`config.mk`:
```
export PLATFORM = sky130hd
export DESIGN_NAME = diag_seq
export DESIGN_NICKNAME = d
export VERILOG_FILES = /design/src/diag_pkg.sv /design/src/diag_channel.sv /design/src/diag_seq.sv /design/src/diag_sync.sv
export SDC_FILE = /design/constraint.sdc
export NUM_CORES = 1
export LEC_CHECK = 0
export BUFFER_PORTS_ARGS = -buffer_cell sky130_fd_sc_hd__buf_2
export CORE_MARGIN = 2
export CORE_UTILIZATION = 58
export DETAILED_ROUTE_END_ITERATION = 8
export GPL_ROUTABILITY_DRIVEN = 0
export PLACE_DENSITY = 0.83
export REMOVE_ABC_BUFFERS = 1
export SLEW_MARGIN = 20
export SYNTH_ARGS = -nofsm -noshare
export SYNTH_HDL_FRONTEND = slang
export SYNTH_SLANG_ARGS = --single-unit
```
`constraint.sdc`:
```
create_clock -name i_core_clk -period 2.1 [get_ports i_core_clk]
set_input_delay 0.42 -clock i_core_clk [delete_from_list [all_inputs] [get_ports i_core_clk]]
set_output_delay 0.42 -clock i_core_clk [all_outputs]
set_load 0.05 [all_outputs]
```
`src/diag_pkg.sv`:
```
// shared constants and types for the output fault diagnostic sequencer
`default_nettype none
package diag_pkg;
  localparam int NUM_CH = 4;                         // four bridge channels
  localparam int CLK_HZ = 50_000_000;                // core clock rate
  localparam int CHECK_US = 1000;                    // recheck interval, 1 ms
  localparam int CYCLE_MS = 100;                     // diagnostic cycle length
  localparam int CHECK_CYC = CLK_HZ / 1_000_000 * CHECK_US;
  localparam int CYCLE_TICKS = CYCLE_MS * 1000 / CHECK_US;  // cycle length in 1 ms ticks
  // first instruction byte fields
  localparam int IB1_CLIP_BIT = 0;
  localparam int IB1_REAR_GAIN_BIT = 3;
  localparam int IB1_FRONT_GAIN_BIT = 4;
  localparam int IB1_OFFSET_EN_BIT = 5;
  localparam int IB1_DIAG_EN_BIT = 6;
  // second instruction byte fields
  localparam int IB2_LINE_DRV_BIT = 3;
  // diagnostic byte fields
  localparam int DB_GND_BIT = 0;
  localparam int DB_VS_BIT = 1;
  localparam int DB_OFS_BIT = 2;
  localparam int DB_LOAD_BIT = 3;
  localparam int DB1_DONE_BIT = 6;
  localparam logic [7:0] BYTE_ZERO = 8'h00;
  // raw fault indications of one channel from the analog comparators
  typedef struct packed {
    logic gnd_pos;       // positive (source) output shorted to ground
    logic gnd_neg;       // negative (sink) output shorted to ground
    logic vs;            // output shorted to supply
    logic load_pa;       // load below power-amplifier threshold
    logic load_ld;       // load below line-driver threshold
    logic offset;        // dc offset beyond limit
    logic overload;      // short-circuit protection tripped
  } fault_raw_t;
  // reported flags of one channel
  typedef struct packed {
    logic load;
    logic ofs;
    logic vs;
    logic gnd;
  } fault_rep_t;
endpackage
`default_nettype wire

```
`src/diag_channel.sv`:
```
// one channel: restart, recheck and diagnostic cycle sequencing with fault capture
`default_nettype none
module diag_channel (
  // clock and reset
  input wire logic i_core_clk,
  input wire logic i_rst_b,
  // timebase and host events
  input wire logic i_tick,
  input wire logic i_read_done,
  input wire logic i_diag_en,
  input wire logic i_line_sel,
  // synchronised raw faults
  input wire diag_pkg::fault_raw_t i_raw,
  // results
  output logic o_enable,
  output logic o_done,
  output diag_pkg::fault_rep_t o_rep
);
  typedef enum logic [2:0] {ST_ACTIVE, ST_RESTART, ST_RECHECK, ST_CYCLE} ch_state_t;
  ch_state_t state_q, state_d;
  logic [7:0] tick_cnt_q, tick_cnt_d;      // 1 ms ticks within the cycle
  diag_pkg::fault_rep_t stable_q, stable_d; // faults still stable this cycle
  diag_pkg::fault_rep_t rep_q, rep_d;       // results held for the host
  logic done_q, done_d;
  logic armed_q, armed_d;                   // a cycle may start; spent at cycle end, renewed by a read
  diag_pkg::fault_rep_t now;                // prioritised fault picture

  // pair priority: a positive ground short with a supply short reports both,
  // a negative ground short yields to supply, shorts win over a shorted load
  always_comb
  begin
    now.vs = i_raw.vs;
    now.gnd = i_raw.gnd_pos | (i_raw.gnd_neg & ~i_raw.vs);
    now.load = (i_line_sel ? i_raw.load_ld : i_raw.load_pa) & ~now.vs & ~now.gnd;
    now.ofs = 1'b0;
  end

  // next state of the channel sequencer
  always_comb
  begin
    state_d = state_q;
    tick_cnt_d = tick_cnt_q;
    stable_d = stable_q;
    rep_d = rep_q;
    done_d = done_q;
    armed_d = armed_q;
    if (i_read_done)
    begin
      done_d = 1'b0;
    end
    case (state_q)
      ST_ACTIVE:
      begin
        if (i_raw.overload)
        begin
          // disabled or spent diagnostics only shut this channel
          state_d = (i_diag_en && armed_q) ? ST_RECHECK : ST_RESTART;
          tick_cnt_d = '0;
        end
      end
      ST_RESTART:
      begin
        // sample once per ms; restart when clear, else a re-armed cycle may begin
        if (i_tick && !i_raw.overload)
        begin
          state_d = ST_ACTIVE;
        end
        else if (i_tick && i_diag_en && armed_q)
        begin
          state_d = ST_RECHECK;
          tick_cnt_d = '0;
        end
      end
      ST_RECHECK:
      begin
        // the tick grid runs free, so the first tick only opens the wait;
        // the check lands one to two ms after entry, never a clock too soon
        if (i_tick && tick_cnt_q == '0)
        begin
          tick_cnt_d = tick_cnt_q + 8'd1;
        end
        else if (i_tick)
        begin
          if (!i_raw.overload)
          begin
            state_d = ST_ACTIVE;
          end
          else
          begin
            state_d = ST_CYCLE;
            tick_cnt_d = '0;
            stable_d = now;
          end
        end
      end
      ST_CYCLE:
      begin
        stable_d = stable_q & now;
        if (i_tick)
        begin
          tick_cnt_d = tick_cnt_q + 8'd1;
          if (tick_cnt_q == 8'(diag_pkg::CYCLE_TICKS - 1))
          begin
            rep_d = stable_q & now;
            done_d = 1'b1;
            armed_d = 1'b0;
            state_d = ST_RESTART;
          end
        end
      end
      default:
      begin
        state_d = ST_ACTIVE;
      end
    endcase
    // a read re-arms the cycles; it wins over a cycle ending in the same clock
    if (i_read_done)
    begin
      armed_d = 1'b1;
    end
    // defeating diagnostics drops a pending check or cycle back to restart mode
    if (!i_diag_en && (state_q == ST_RECHECK || state_q == ST_CYCLE))
    begin
      state_d = ST_RESTART;
    end
    // a read of a healthy channel empties its results, so a cleared fault shows one read late
    if (state_q == ST_ACTIVE && i_read_done)
    begin
      rep_d = '0;
    end
  end

  // register the channel state
  always_ff @(posedge i_core_clk or negedge i_rst_b)
  begin
    if (!i_rst_b)
    begin
      state_q <= ST_ACTIVE;
      tick_cnt_q <= '0;
      stable_q <= '0;
      rep_q <= '0;
      done_q <= 1'b0;
      armed_q <= 1'b1;
    end
    else
    begin
      state_q <= state_d;
      tick_cnt_q <= tick_cnt_d;
      stable_q <= stable_d;
      rep_q <= rep_d;
      done_q <= done_d;
      armed_q <= armed_d;
    end
  end

  assign o_enable = (state_q == ST_ACTIVE);
  assign o_done = done_q;
  assign o_rep = rep_q;
endmodule
`default_nettype wire

```
`src/diag_seq.sv`:
```
// top of the output fault diagnostic sequencer: timebase, offset window, result bytes
// Contract
// - disabled diagnostics: per-channel shutdown on fault
// - restart mode rechecks every 1 ms
// - host-armed diagnostics self-start on overload
// - recheck after 1 ms; clear returns active
// - persistent overload starts 100 ms cycle
// - cycle end: restart channel, store results
// - next cycle waits for a host read
// - line-driver load threshold needs 16 dB
// - offset beyond 2 V flags fault
// - offset window: last read or enable
// - offset flagged only if persistent throughout
// - overload during offset test cancels it
// - several faults: report at least one
// - fault pair priority per table
// - short with open speaker is double fault
// - report only faults stable all cycle
// - read re-arms cycles, returns previous results
// - clip threshold follows configuration bit
// - diag-enable and offset-enable bits act
// - done flag at bit six
// - second byte bit three selects thresholds
// - channel byte bits: load ofs vs gnd
`default_nettype none
module diag_seq #(
  parameter int CHECK_CYCLES = diag_pkg::CHECK_CYC  // clocks per 1 ms tick
) (
  // clock and reset
  input wire logic i_core_clk,
  input wire logic i_rst_b,
  // instruction bytes as written by the host, with write strobe
  input wire logic [7:0] i_first_instruction_byte,
  input wire logic [7:0] i_second_instruction_byte,
  input wire logic i_write_done,
  // end of a host read transaction
  input wire logic i_read_done,
  // raw fault levels from the analog side, asynchronous
  input wire diag_pkg::fault_raw_t [diag_pkg::NUM_CH-1:0] i_fault_raw,
  // channel control
  output logic [diag_pkg::NUM_CH-1:0] o_ch_enable,
  output logic o_clip_detector_sel10,
  // result bytes to the host, one per channel
  output logic [7:0] o_diag_byte [diag_pkg::NUM_CH]
);
  localparam int NCH = diag_pkg::NUM_CH;
  logic [$clog2(CHECK_CYCLES)-1:0] tb_cnt_q, tb_cnt_d;  // free-running timebase
  logic tick_q, tick_d;
  logic [7:0] ib1_q, ib1_d;
  logic [7:0] ib2_q, ib2_d;
  logic ofs_arm_q, ofs_arm_d;              // offset window open
  logic [NCH-1:0] ofs_ok_q, ofs_ok_d;      // offset persisted so far
  logic [NCH-1:0] ofs_rep_q, ofs_rep_d;    // offset result from last window
  logic [NCH-1:0] en_q;
  logic clip_q;
  logic [7:0] byte_q [NCH];
  logic [7:0] byte_d [NCH];
  diag_pkg::fault_raw_t [NCH-1:0] raw_s;
  diag_pkg::fault_rep_t [NCH-1:0] rep;
  logic [NCH-1:0] done;
  logic [NCH-1:0] ch_en;
  logic [NCH-1:0] line_sel;

  // raw levels come from another domain
  diag_sync #(
    .WIDTH($bits(i_fault_raw))
  ) u_sync (
    .i_core_clk(i_core_clk),
    .i_rst_b(i_rst_b),
    .i_async(i_fault_raw),
    .o_sync(raw_s)
  );

  // line-driver threshold only with the 16 dB gain of that channel pair
  always_comb
  begin
    for (int c = 0; c < NCH; c++)
    begin
      line_sel[c] = ib2_q[diag_pkg::IB2_LINE_DRV_BIT] &
        ((c < NCH / 2) ? ib1_q[diag_pkg::IB1_FRONT_GAIN_BIT] : ib1_q[diag_pkg::IB1_REAR_GAIN_BIT]);
    end
  end

  genvar g;
  generate
    for (g = 0; g < NCH; g++)
    begin : g_ch
      diag_channel u_ch (
        .i_core_clk(i_core_clk),
        .i_rst_b(i_rst_b),
        .i_tick(tick_q),
        .i_read_done(i_read_done),
        .i_diag_en(ib1_q[diag_pkg::IB1_DIAG_EN_BIT]),
        .i_line_sel(line_sel[g]),
        .i_raw(raw_s[g]),
        .o_enable(ch_en[g]),
        .o_done(done[g]),
        .o_rep(rep[g])
      );
    end
  endgenerate

  // timebase: one tick per 1 ms independent of the host clock
  always_comb
  begin
    tick_d = 1'b0;
    tb_cnt_d = tb_cnt_q + 1'b1;
    if (tb_cnt_q == ($clog2(CHECK_CYCLES))'(CHECK_CYCLES - 1))
    begin
      tb_cnt_d = '0;
      tick_d = 1'b1;
    end
  end

  // configuration and offset window
  always_comb
  begin
    ib1_d = ib1_q;
    ib2_d = ib2_q;
    ofs_arm_d = ofs_arm_q;
    ofs_ok_d = ofs_ok_q;
    ofs_rep_d = ofs_rep_q;
    if (ofs_arm_q)
    begin
      for (int c = 0; c < NCH; c++)
      begin
        // must hold every cycle; overload cancels the test
        ofs_ok_d[c] = ofs_ok_q[c] & raw_s[c].offset & ~raw_s[c].overload;
      end
    end
    if (i_read_done)
    begin
      // close at this read, reopen for the next one only while offset enable is set
      ofs_rep_d = ofs_arm_q ? ofs_ok_q : '0;
      ofs_ok_d = '1;
      ofs_arm_d = ib1_q[diag_pkg::IB1_OFFSET_EN_BIT];
    end
    if (i_write_done)
    begin
      ib1_d = i_first_instruction_byte;
      ib2_d = i_second_instruction_byte;
      if (i_first_instruction_byte[diag_pkg::IB1_OFFSET_EN_BIT] && !ib1_q[diag_pkg::IB1_OFFSET_EN_BIT])
      begin
        ofs_arm_d = 1'b1;
        ofs_ok_d = '1;
      end
      else if (!i_first_instruction_byte[diag_pkg::IB1_OFFSET_EN_BIT])
      begin
        ofs_arm_d = 1'b0;
      end
    end
  end

  // assemble per-channel result bytes
  always_comb
  begin
    for (int c = 0; c < NCH; c++)
    begin
      byte_d[c] = diag_pkg::BYTE_ZERO;
      byte_d[c][diag_pkg::DB_GND_BIT] = rep[c].gnd;
      byte_d[c][diag_pkg::DB_VS_BIT] = rep[c].vs;
      byte_d[c][diag_pkg::DB_LOAD_BIT] = rep[c].load;
      byte_d[c][diag_pkg::DB_OFS_BIT] = ofs_rep_q[c];
    end
    byte_d[0][diag_pkg::DB1_DONE_BIT] = |done;
  end

  // register everything; outputs straight from flops
  always_ff @(posedge i_core_clk or negedge i_rst_b)
  begin
    if (!i_rst_b)
    begin
      tb_cnt_q <= '0;
      tick_q <= 1'b0;
      ib1_q <= diag_pkg::BYTE_ZERO;
      ib2_q <= diag_pkg::BYTE_ZERO;
      ofs_arm_q <= 1'b0;
      ofs_ok_q <= '0;
      ofs_rep_q <= '0;
      en_q <= '0;
      clip_q <= 1'b0;
      for (int c = 0; c < NCH; c++)
      begin
        byte_q[c] <= diag_pkg::BYTE_ZERO;
      end
    end
    else
    begin
      tb_cnt_q <= tb_cnt_d;
      tick_q <= tick_d;
      ib1_q <= ib1_d;
      ib2_q <= ib2_d;
      ofs_arm_q <= ofs_arm_d;
      ofs_ok_q <= ofs_ok_d;
      ofs_rep_q <= ofs_rep_d;
      en_q <= ch_en;
      clip_q <= ib1_q[diag_pkg::IB1_CLIP_BIT];
      for (int c = 0; c < NCH; c++)
      begin
        byte_q[c] <= byte_d[c];
      end
    end
  end

  assign o_ch_enable = en_q;
  assign o_clip_detector_sel10 = clip_q;
  assign o_diag_byte = byte_q;
endmodule
`default_nettype wire

```
`src/diag_sync.sv`:
```
// two flip-flop synchroniser for a vector of asynchronous levels
`default_nettype none
module diag_sync #(
  parameter int WIDTH = 1
) (
  // clock and reset
  input wire logic i_core_clk,
  input wire logic i_rst_b,
  // asynchronous in, synchronous out
  input wire logic [WIDTH-1:0] i_async,
  output logic [WIDTH-1:0] o_sync
);
  logic [WIDTH-1:0] meta_q;  // first stage, read only by the second
  // plain two stage chain; no logic between the stages
  always_ff @(posedge i_core_clk or negedge i_rst_b)
  begin
    if (!i_rst_b)
    begin
      meta_q <= '0;
      o_sync <= '0;
    end
    else
    begin
      meta_q <= i_async;
      o_sync <= meta_q;
    end
  end
endmodule
`default_nettype wire

```
== Word-level counts from Yosys, hierarchy flattened ==
Cells that the tools add are included.
Cells by class
  add/sub/neg operators: 5
  equality and inequality tests: 69
  mux-type cells: 151
  bitwise gates (word level): 42
  reductions and logical operators: 94
Operator list (count)
  $mux 8: 24
  $mux 4: 33
  $pmux 8 s4: 4
  $mux 3: 32
  $reduce_bool 2->1: 25
  $ne 3x3->1 const B: 16
  $pmux 3 s4: 4
  $mux 1: 41
  $ne 2x2->1 const B: 20
  $add 8x1->8 const B: 4
  $eq 8x7->1 const B: 4
  $logic_not 8->1: 4
  $pmux 4 s2: 4
  $logic_and 1x1->1: 26
  $eq 3x2->1 const B: 8
  $ne 3x2->1 const B: 8
  $reduce_and 3->1: 8
  $reduce_and 6->1: 4
  $and 1x1->1: 22
  $reduce_and 5->1: 4
  $add 16x1->16 const B: 1
  $and 4x4->4: 4
  $eq 16x16->1 const B: 1
  $mux 16: 1
  other kinds (12): 59
Word-level totals
  flip-flop bits (word level): 195
  bits of input ports: 48
  output and inout bits: 37

== Logic depth before layout (Yosys ltp) ==
  word-level depth: 10
  mapped depth: 6

== Cells and area by module ==
From an unflattened synthesis, not the netlist that was laid out.
Second synthesis, totals
  cells, all modules: 717
  area total of the unflattened synthesis: 8195.4 sq um
Modules (own cells, without submodules)
  diag_channel: instances 4, cells an instance 123, area each 1177.4 sq um, sequential area each 451.7 sq um
  diag_seq: instances 1, cells an instance 169, area each 2084.5 sq um, sequential area each 1351.3 sq um
  diag_sync: instances 1, cells an instance 56, area each 1401.3 sq um, sequential area each 1401.3 sq um

== Worst setup path before layout ==
Ideal clock, no wire load.
  path kind: reg-to-reg
  from: register g_ch[0].u_ch.tick_cnt_q[7]
  to: register g_ch[0].u_ch.rep_q (netlist bit g_ch[0].u_ch.o_rep[0])
  library setup time: 143 ps
  arrival: 1741 ps
  slack: 217 ps
  stages on the path, launching flop included: 6
  buffers on the path: 1
  clock period less this slack: 1883 ps
  path through: dfrtp_1 > or4_1 > buf_6 > or4_4 > nand2_1 > a22oi_1
Between the ends
  longest elaborated chain between the ends: 3
Ends and longest elaborated chain
  start, declared: RTL line diag_channel.sv:21  | logic [7:0] tick_cnt_q, tick_cnt_d;
  start signal, assigned: RTL line diag_channel.sv:148  | tick_cnt_q <= tick_cnt_d;
  $eq 8x7->1: RTL line diag_channel.sv:102  | if (tick_cnt_q == 8'(diag_pkg::CYCLE_TICKS - 1))
  $reduce_bool 2->1 (no line)
  $reduce_and 3->1 (no line)
  end signal, assigned: RTL line diag_channel.sv:150  | rep_q <= rep_d;
  end, declared: RTL line diag_channel.sv:23  | diag_pkg::fault_rep_t rep_q, rep_d;
Every way passes these cells.
A chain may end at the register's enable or synchronous reset.

== Worst setup path in the final report ==
  from: register g_ch[2].u_ch.tick_cnt_q[0]
  to: register g_ch[2].u_ch.tick_cnt_q[0]
Between the ends
  longest elaborated chain between the ends: 4
Ends and longest elaborated chain (RTL line)
  start, declared: diag_channel.sv:21
  start signal, assigned: diag_channel.sv:148
  branches (longest 4 deep; another with $add 8x1->8)
Parallel ways; which one is timed is not known. The select of a mux whose other input is x is not followed.

==> PnR_summary.wiki <==
{| class="wikitable"
! Metric !! Value
|-
| Result of the run || complete, no violations
|-
| Number of failing setup endpoints in the final timing report || 0
|-
| Number of antenna violations at the first check in global routing || 0
|-
| Number of sinks driven by the clock tree || 182
|-
| Remaining global-route overflow || 0
|-
| Peak VDD IR || 0.998 mV
|-
| Instance count after placement with tap cells included || 933
|-
| Worst-Margin Slew || 0.715 ns
|-
| Detailed placement HPWL || 11.7 mm
|-
| Number of antenna-violating nets in the routed design || 0
|-
| Detailed-route wire length || 17.5 mm
|-
| Nets@finish || 835
|-
| Skew-Pair Late Insertion Delay || 0.44 ns
|-
| DR DRC count || 0
|-
| Routed wire per std cell || 18.1 um
|-
| Number of failing hold endpoints at the final stage || 0
|-
| Initial cell density of the core || 59.2%
|-
| Wire length of the first global-routing pass || 28.9 mm
|-
| Power density over the cells || 899 nW/um2
|-
| Vias in the first global route || 5917
|-
| Die outline height || 120 um
|-
| Synthesized flop and latch total || 182
|-
| Number of max-cap violations || 0
|-
| Maximum buffer depth of the clock tree || 2
|-
| Number of distinct library cell variants in the gate-level netlist after synthesis || 78
|-
| Worst slew margin || 52.3%
|-
| Crit path required time || 2.42 ns
|-
| Proportion of netlist area held by the largest area contributor || 57.1%
|-
| Final Max Tran Viols || 0
|-
| Post-layout utilization of the core || 68.7%
|-
| Post-layout instance count excluding filler cells || 966
|-
| Core Box Area || 13200 um2
|-
| Worst Setup End Kind || register
|-
| Share of the yosys chip area belonging to registers || 58.4%
|-
| Layout-stage area growth over the synthesis result || 16.1%
|-
| Top flip-flop cell by instance count after synthesis || sky130_fd_sc_hd__dfrtp_1
|-
| Share of flip-flops with an asynchronous set or reset after synthesis || 100%
|-
| Setup crit start kind || register
|-
| Number of buffers created by CTS || 17
|-
| Horizontal extent of the die || 120 um
|-
| Standard-cell rows || 42
|-
| Yosys warning count || 0
|-
| Count of buffers from port buffering || 59
|-
| Count of buffers added by post-CTS timing repair for setup || 0
|-
| Worst setup timing slack at the placement stage || 0.0905 ns
|-
| Die outline area || 14400 um2
|-
| Synthesized area divided by synthesized cell count || 11.3 um2
|-
| Max Clk Rate || 0.488 GHz
|-
| Clock transition at the registers of the reported paths || 0.07 ns
|-
| Antenna diode count || 0
|-
| Cell Area, Synth || 7810 um2
|-
| Pin count of the biggest net entering global routing || 57
|-
| Worst-path fanout max || 8
|-
| CTS tree || done
|-
| Unrepaired setup endpoints after global routing || false
|-
| Final-layout setup total negative slack || 0 ns
|-
| Share of layout cells above drive strength 1 || 20.5%
|-
| Worst setup margin || 0.0500 ns
|-
| Routed vias/inst || 6.19
|-
| Number of instances in the synthesized netlist || 689
|-
| Initial drt markers || 671
|-
| Post-route minimum period || 2.05 ns
|-
| Worst min-delay path class || in -> reg
|-
| Part of the cycle the worst path needs || 97.6%
|-
| Number of iterations in the first detailed-routing pass || 6
|-
| CP Data Arrival Time || 2.37 ns
|-
| Post-synth EDFFs || 0
|-
| Leakage || 0.00422 uW
|-
| Routed via count || 5981
|-
| Max H-tree Level || 4
|-
| Number of placed I/O pins || 85
|-
| Largest cells by area after synthesis || sky130_fd_sc_hd__dfrtp_1 (57%), sky130_fd_sc_hd__nand3_1 (2.8%), sky130_fd_sc_hd__o21ai_0 (2.8%)
|-
| Clock Skew || 0.0115 ns
|-
| Overall global routing resource usage || 25.5%
|-
| Cell taking the most area after synthesis || sky130_fd_sc_hd__dfrtp_1
|-
| Critical path class || reg -> reg
|-
| Clock root cell || sky130_fd_sc_hd__clkbuf_16
|}
==> worst max-delay path: stages, from the launching register on <==
cell                       delay (ns)
sky130_fd_sc_hd__dfrtp_1         0.43
sky130_fd_sc_hd__inv_1           0.06
sky130_fd_sc_hd__ha_1            0.20
sky130_fd_sc_hd__nor4bb_2        0.19
sky130_fd_sc_hd__a21oi_1         0.60
sky130_fd_sc_hd__nor2_1          0.17
sky130_fd_sc_hd__mux2_2          0.30
==> cells in the mapped netlist, types with 4 or more instances <==
master	n
sky130_fd_sc_hd__xor2_1	7
sky130_fd_sc_hd__nor2_1	26
sky130_fd_sc_hd__nand2_1	51
sky130_fd_sc_hd__nor2b_1	6
sky130_fd_sc_hd__dfrtp_1	178
sky130_fd_sc_hd__a22o_1	6
sky130_fd_sc_hd__o211ai_1	6
sky130_fd_sc_hd__a21o_1	17
sky130_fd_sc_hd__nand2b_1	4
sky130_fd_sc_hd__a2111oi_0	4
sky130_fd_sc_hd__inv_1	35
sky130_fd_sc_hd__buf_4	15
sky130_fd_sc_hd__mux2i_1	6
sky130_fd_sc_hd__o21ai_0	43
sky130_fd_sc_hd__a211o_1	8
sky130_fd_sc_hd__nand4_1	11
sky130_fd_sc_hd__nand3_1	44
sky130_fd_sc_hd__or3_1	6
sky130_fd_sc_hd__mux2_2	9
sky130_fd_sc_hd__a21bo_2	4
sky130_fd_sc_hd__o31ai_1	6
sky130_fd_sc_hd__a211oi_1	5
sky130_fd_sc_hd__a21oi_1	23
sky130_fd_sc_hd__and3_1	11
sky130_fd_sc_hd__o221ai_1	5
sky130_fd_sc_hd__dfstp_2	4
sky130_fd_sc_hd__clkbuf_1	18
sky130_fd_sc_hd__a22oi_1	7
sky130_fd_sc_hd__or4_1	6
sky130_fd_sc_hd__nor4_1	13
sky130_fd_sc_hd__ha_1	10
sky130_fd_sc_hd__a221o_1	8
sky130_fd_sc_hd__and4_1	4
sky130_fd_sc_hd__nor3_1	11
==> flip-flops by register name, indices dropped and copies added (netlist names) <==
register,cells
g_ch.u_ch.tick_cnt_q,32
u_sync.meta_q,28
u_sync.o_sync,28
o_diag_byte,17
tb_cnt_q,16
g_ch.u_ch.o_rep,12
g_ch.u_ch.stable_q,12
g_ch.u_ch.state_q,8
ib1_q,5
g_ch.u_ch.armed_q,4
g_ch.u_ch.o_done,4
o_ch_enable,4
ofs_ok_q,4
ofs_rep_q,4
ib2_q,1
o_clip_detector_sel10,1
ofs_arm_q,1
tick_q,1
==> layout by cell type (no fill, tap or decap), types with 7 or more instances in the layout <==
cell type	netlist	routed
sky130_fd_sc_hd__nor3_1	11	11
sky130_fd_sc_hd__nor2_1	26	25
sky130_fd_sc_hd__buf_4	15	26
sky130_fd_sc_hd__inv_1	35	35
sky130_fd_sc_hd__buf_2	1	58
sky130_fd_sc_hd__a211o_1	8	8
sky130_fd_sc_hd__nand2_1	51	51
sky130_fd_sc_hd__xor2_1	7	7
sky130_fd_sc_hd__clkbuf_16	0	17
sky130_fd_sc_hd__a22oi_1	7	7
sky130_fd_sc_hd__nand4_1	11	11
sky130_fd_sc_hd__conb_1	1	15
sky130_fd_sc_hd__mux2_2	9	9
sky130_fd_sc_hd__a221o_1	8	8
sky130_fd_sc_hd__nor4_1	13	13
sky130_fd_sc_hd__nand3_1	44	44
sky130_fd_sc_hd__a21oi_1	23	22
sky130_fd_sc_hd__and3_1	11	11
sky130_fd_sc_hd__ha_1	10	10
sky130_fd_sc_hd__o21ai_0	43	43
sky130_fd_sc_hd__dfrtp_1	178	178
sky130_fd_sc_hd__a21o_1	17	17
==> kinds of logic after synthesis <==
logic type	share of synthesized area (%)
AO/OA/AOI/OAI	16.7
multiplexers	2.07
buffers and inverters	4.25
other	0.0480
flip-flops	58.4
AND/OR/NAND/NOR	15.8
XOR/XNOR	1.12
adder cells (fa/ha/maj)	1.60
==> metal layers <==
layer / vias up / part of all wire (%) / GRT usage [%]
li1: 2694 / - / -
met3: 34 / 7.0 / 5.09
met4: 0 / 1.6 / 9.71
met1: 2969 / 41 / 33.1
met5: - / 0 / 0
met2: 284 / 51 / 42.5
==> power by group <==
group | total [uW] | switching (uW) | internal (uW)
combinational | 1120 | 773 | 352
clock | 3080 | 1470 | 1610
sequential | 3950 | 255 | 3700
==> metrics by stage <==
| step | total power (uW) | instance area [um2] | hold WS (ns) |
|---|---|---|---|
| after global placement | 5040 | 8460 | 0.333 |
| after floorplan | 4660 | 7660 | 0.124 |
| after global routing | 8450 | 9060 | 0.0712 |
| after CTS | 8160 | 9040 | 0.0666 |
| after detailed placement | 5090 | 8460 | 0.335 |
| final | 8150 | 9060 | 0.0811 |
==> cell type report <==
class / count / area (um2)
Fill cell: 941 / 4130
Tap cell: 176 / 220
Inverter: 36 / 135
Sequential cell: 182 / 4560
Timing Repair Buffer: 90 / 587
Clock buffer: 18 / 439
Clock inverter: 14 / 135
Multi-Input combinational cell: 450 / 2990
==> timing repair <==
item	in CTS	in global routing
endpoints found under the setup margin	0	7
gates resized for setup	0	4
hold buffers	1	0
hold endpoints to repair	47	0
==> final timing paths <==
check | startpoint | to | slack, ns | cells after the start
min in group asynchronous | i_rst_b | g_ch[3].u_ch.o_rep[0]$_DFFE_PN0P_ | 0.52 | 2
setup reg to reg | g_ch[2].u_ch.tick_cnt_q[0]$_DFFE_PN0P_ | g_ch[2].u_ch.tick_cnt_q[0]$_DFFE_PN0P_ | 0.05 | 6
hold / removal | i_fault_raw[3] | u_sync.meta_q[3]$_DFF_PN0_ | 0.08 | 1
max in group asynchronous | i_rst_b | u_sync.meta_q[22]$_DFF_PN0_ | 0.95 | 3
hold reg to reg | u_sync.meta_q[22]$_DFF_PN0_ | u_sync.o_sync[22]$_DFF_PN0_ | 0.34 | 0
setup / recovery | g_ch[2].u_ch.tick_cnt_q[0]$_DFFE_PN0P_ | g_ch[2].u_ch.tick_cnt_q[0]$_DFFE_PN0P_ | 0.05 | 6
Power figures use the tool's default switching activity.
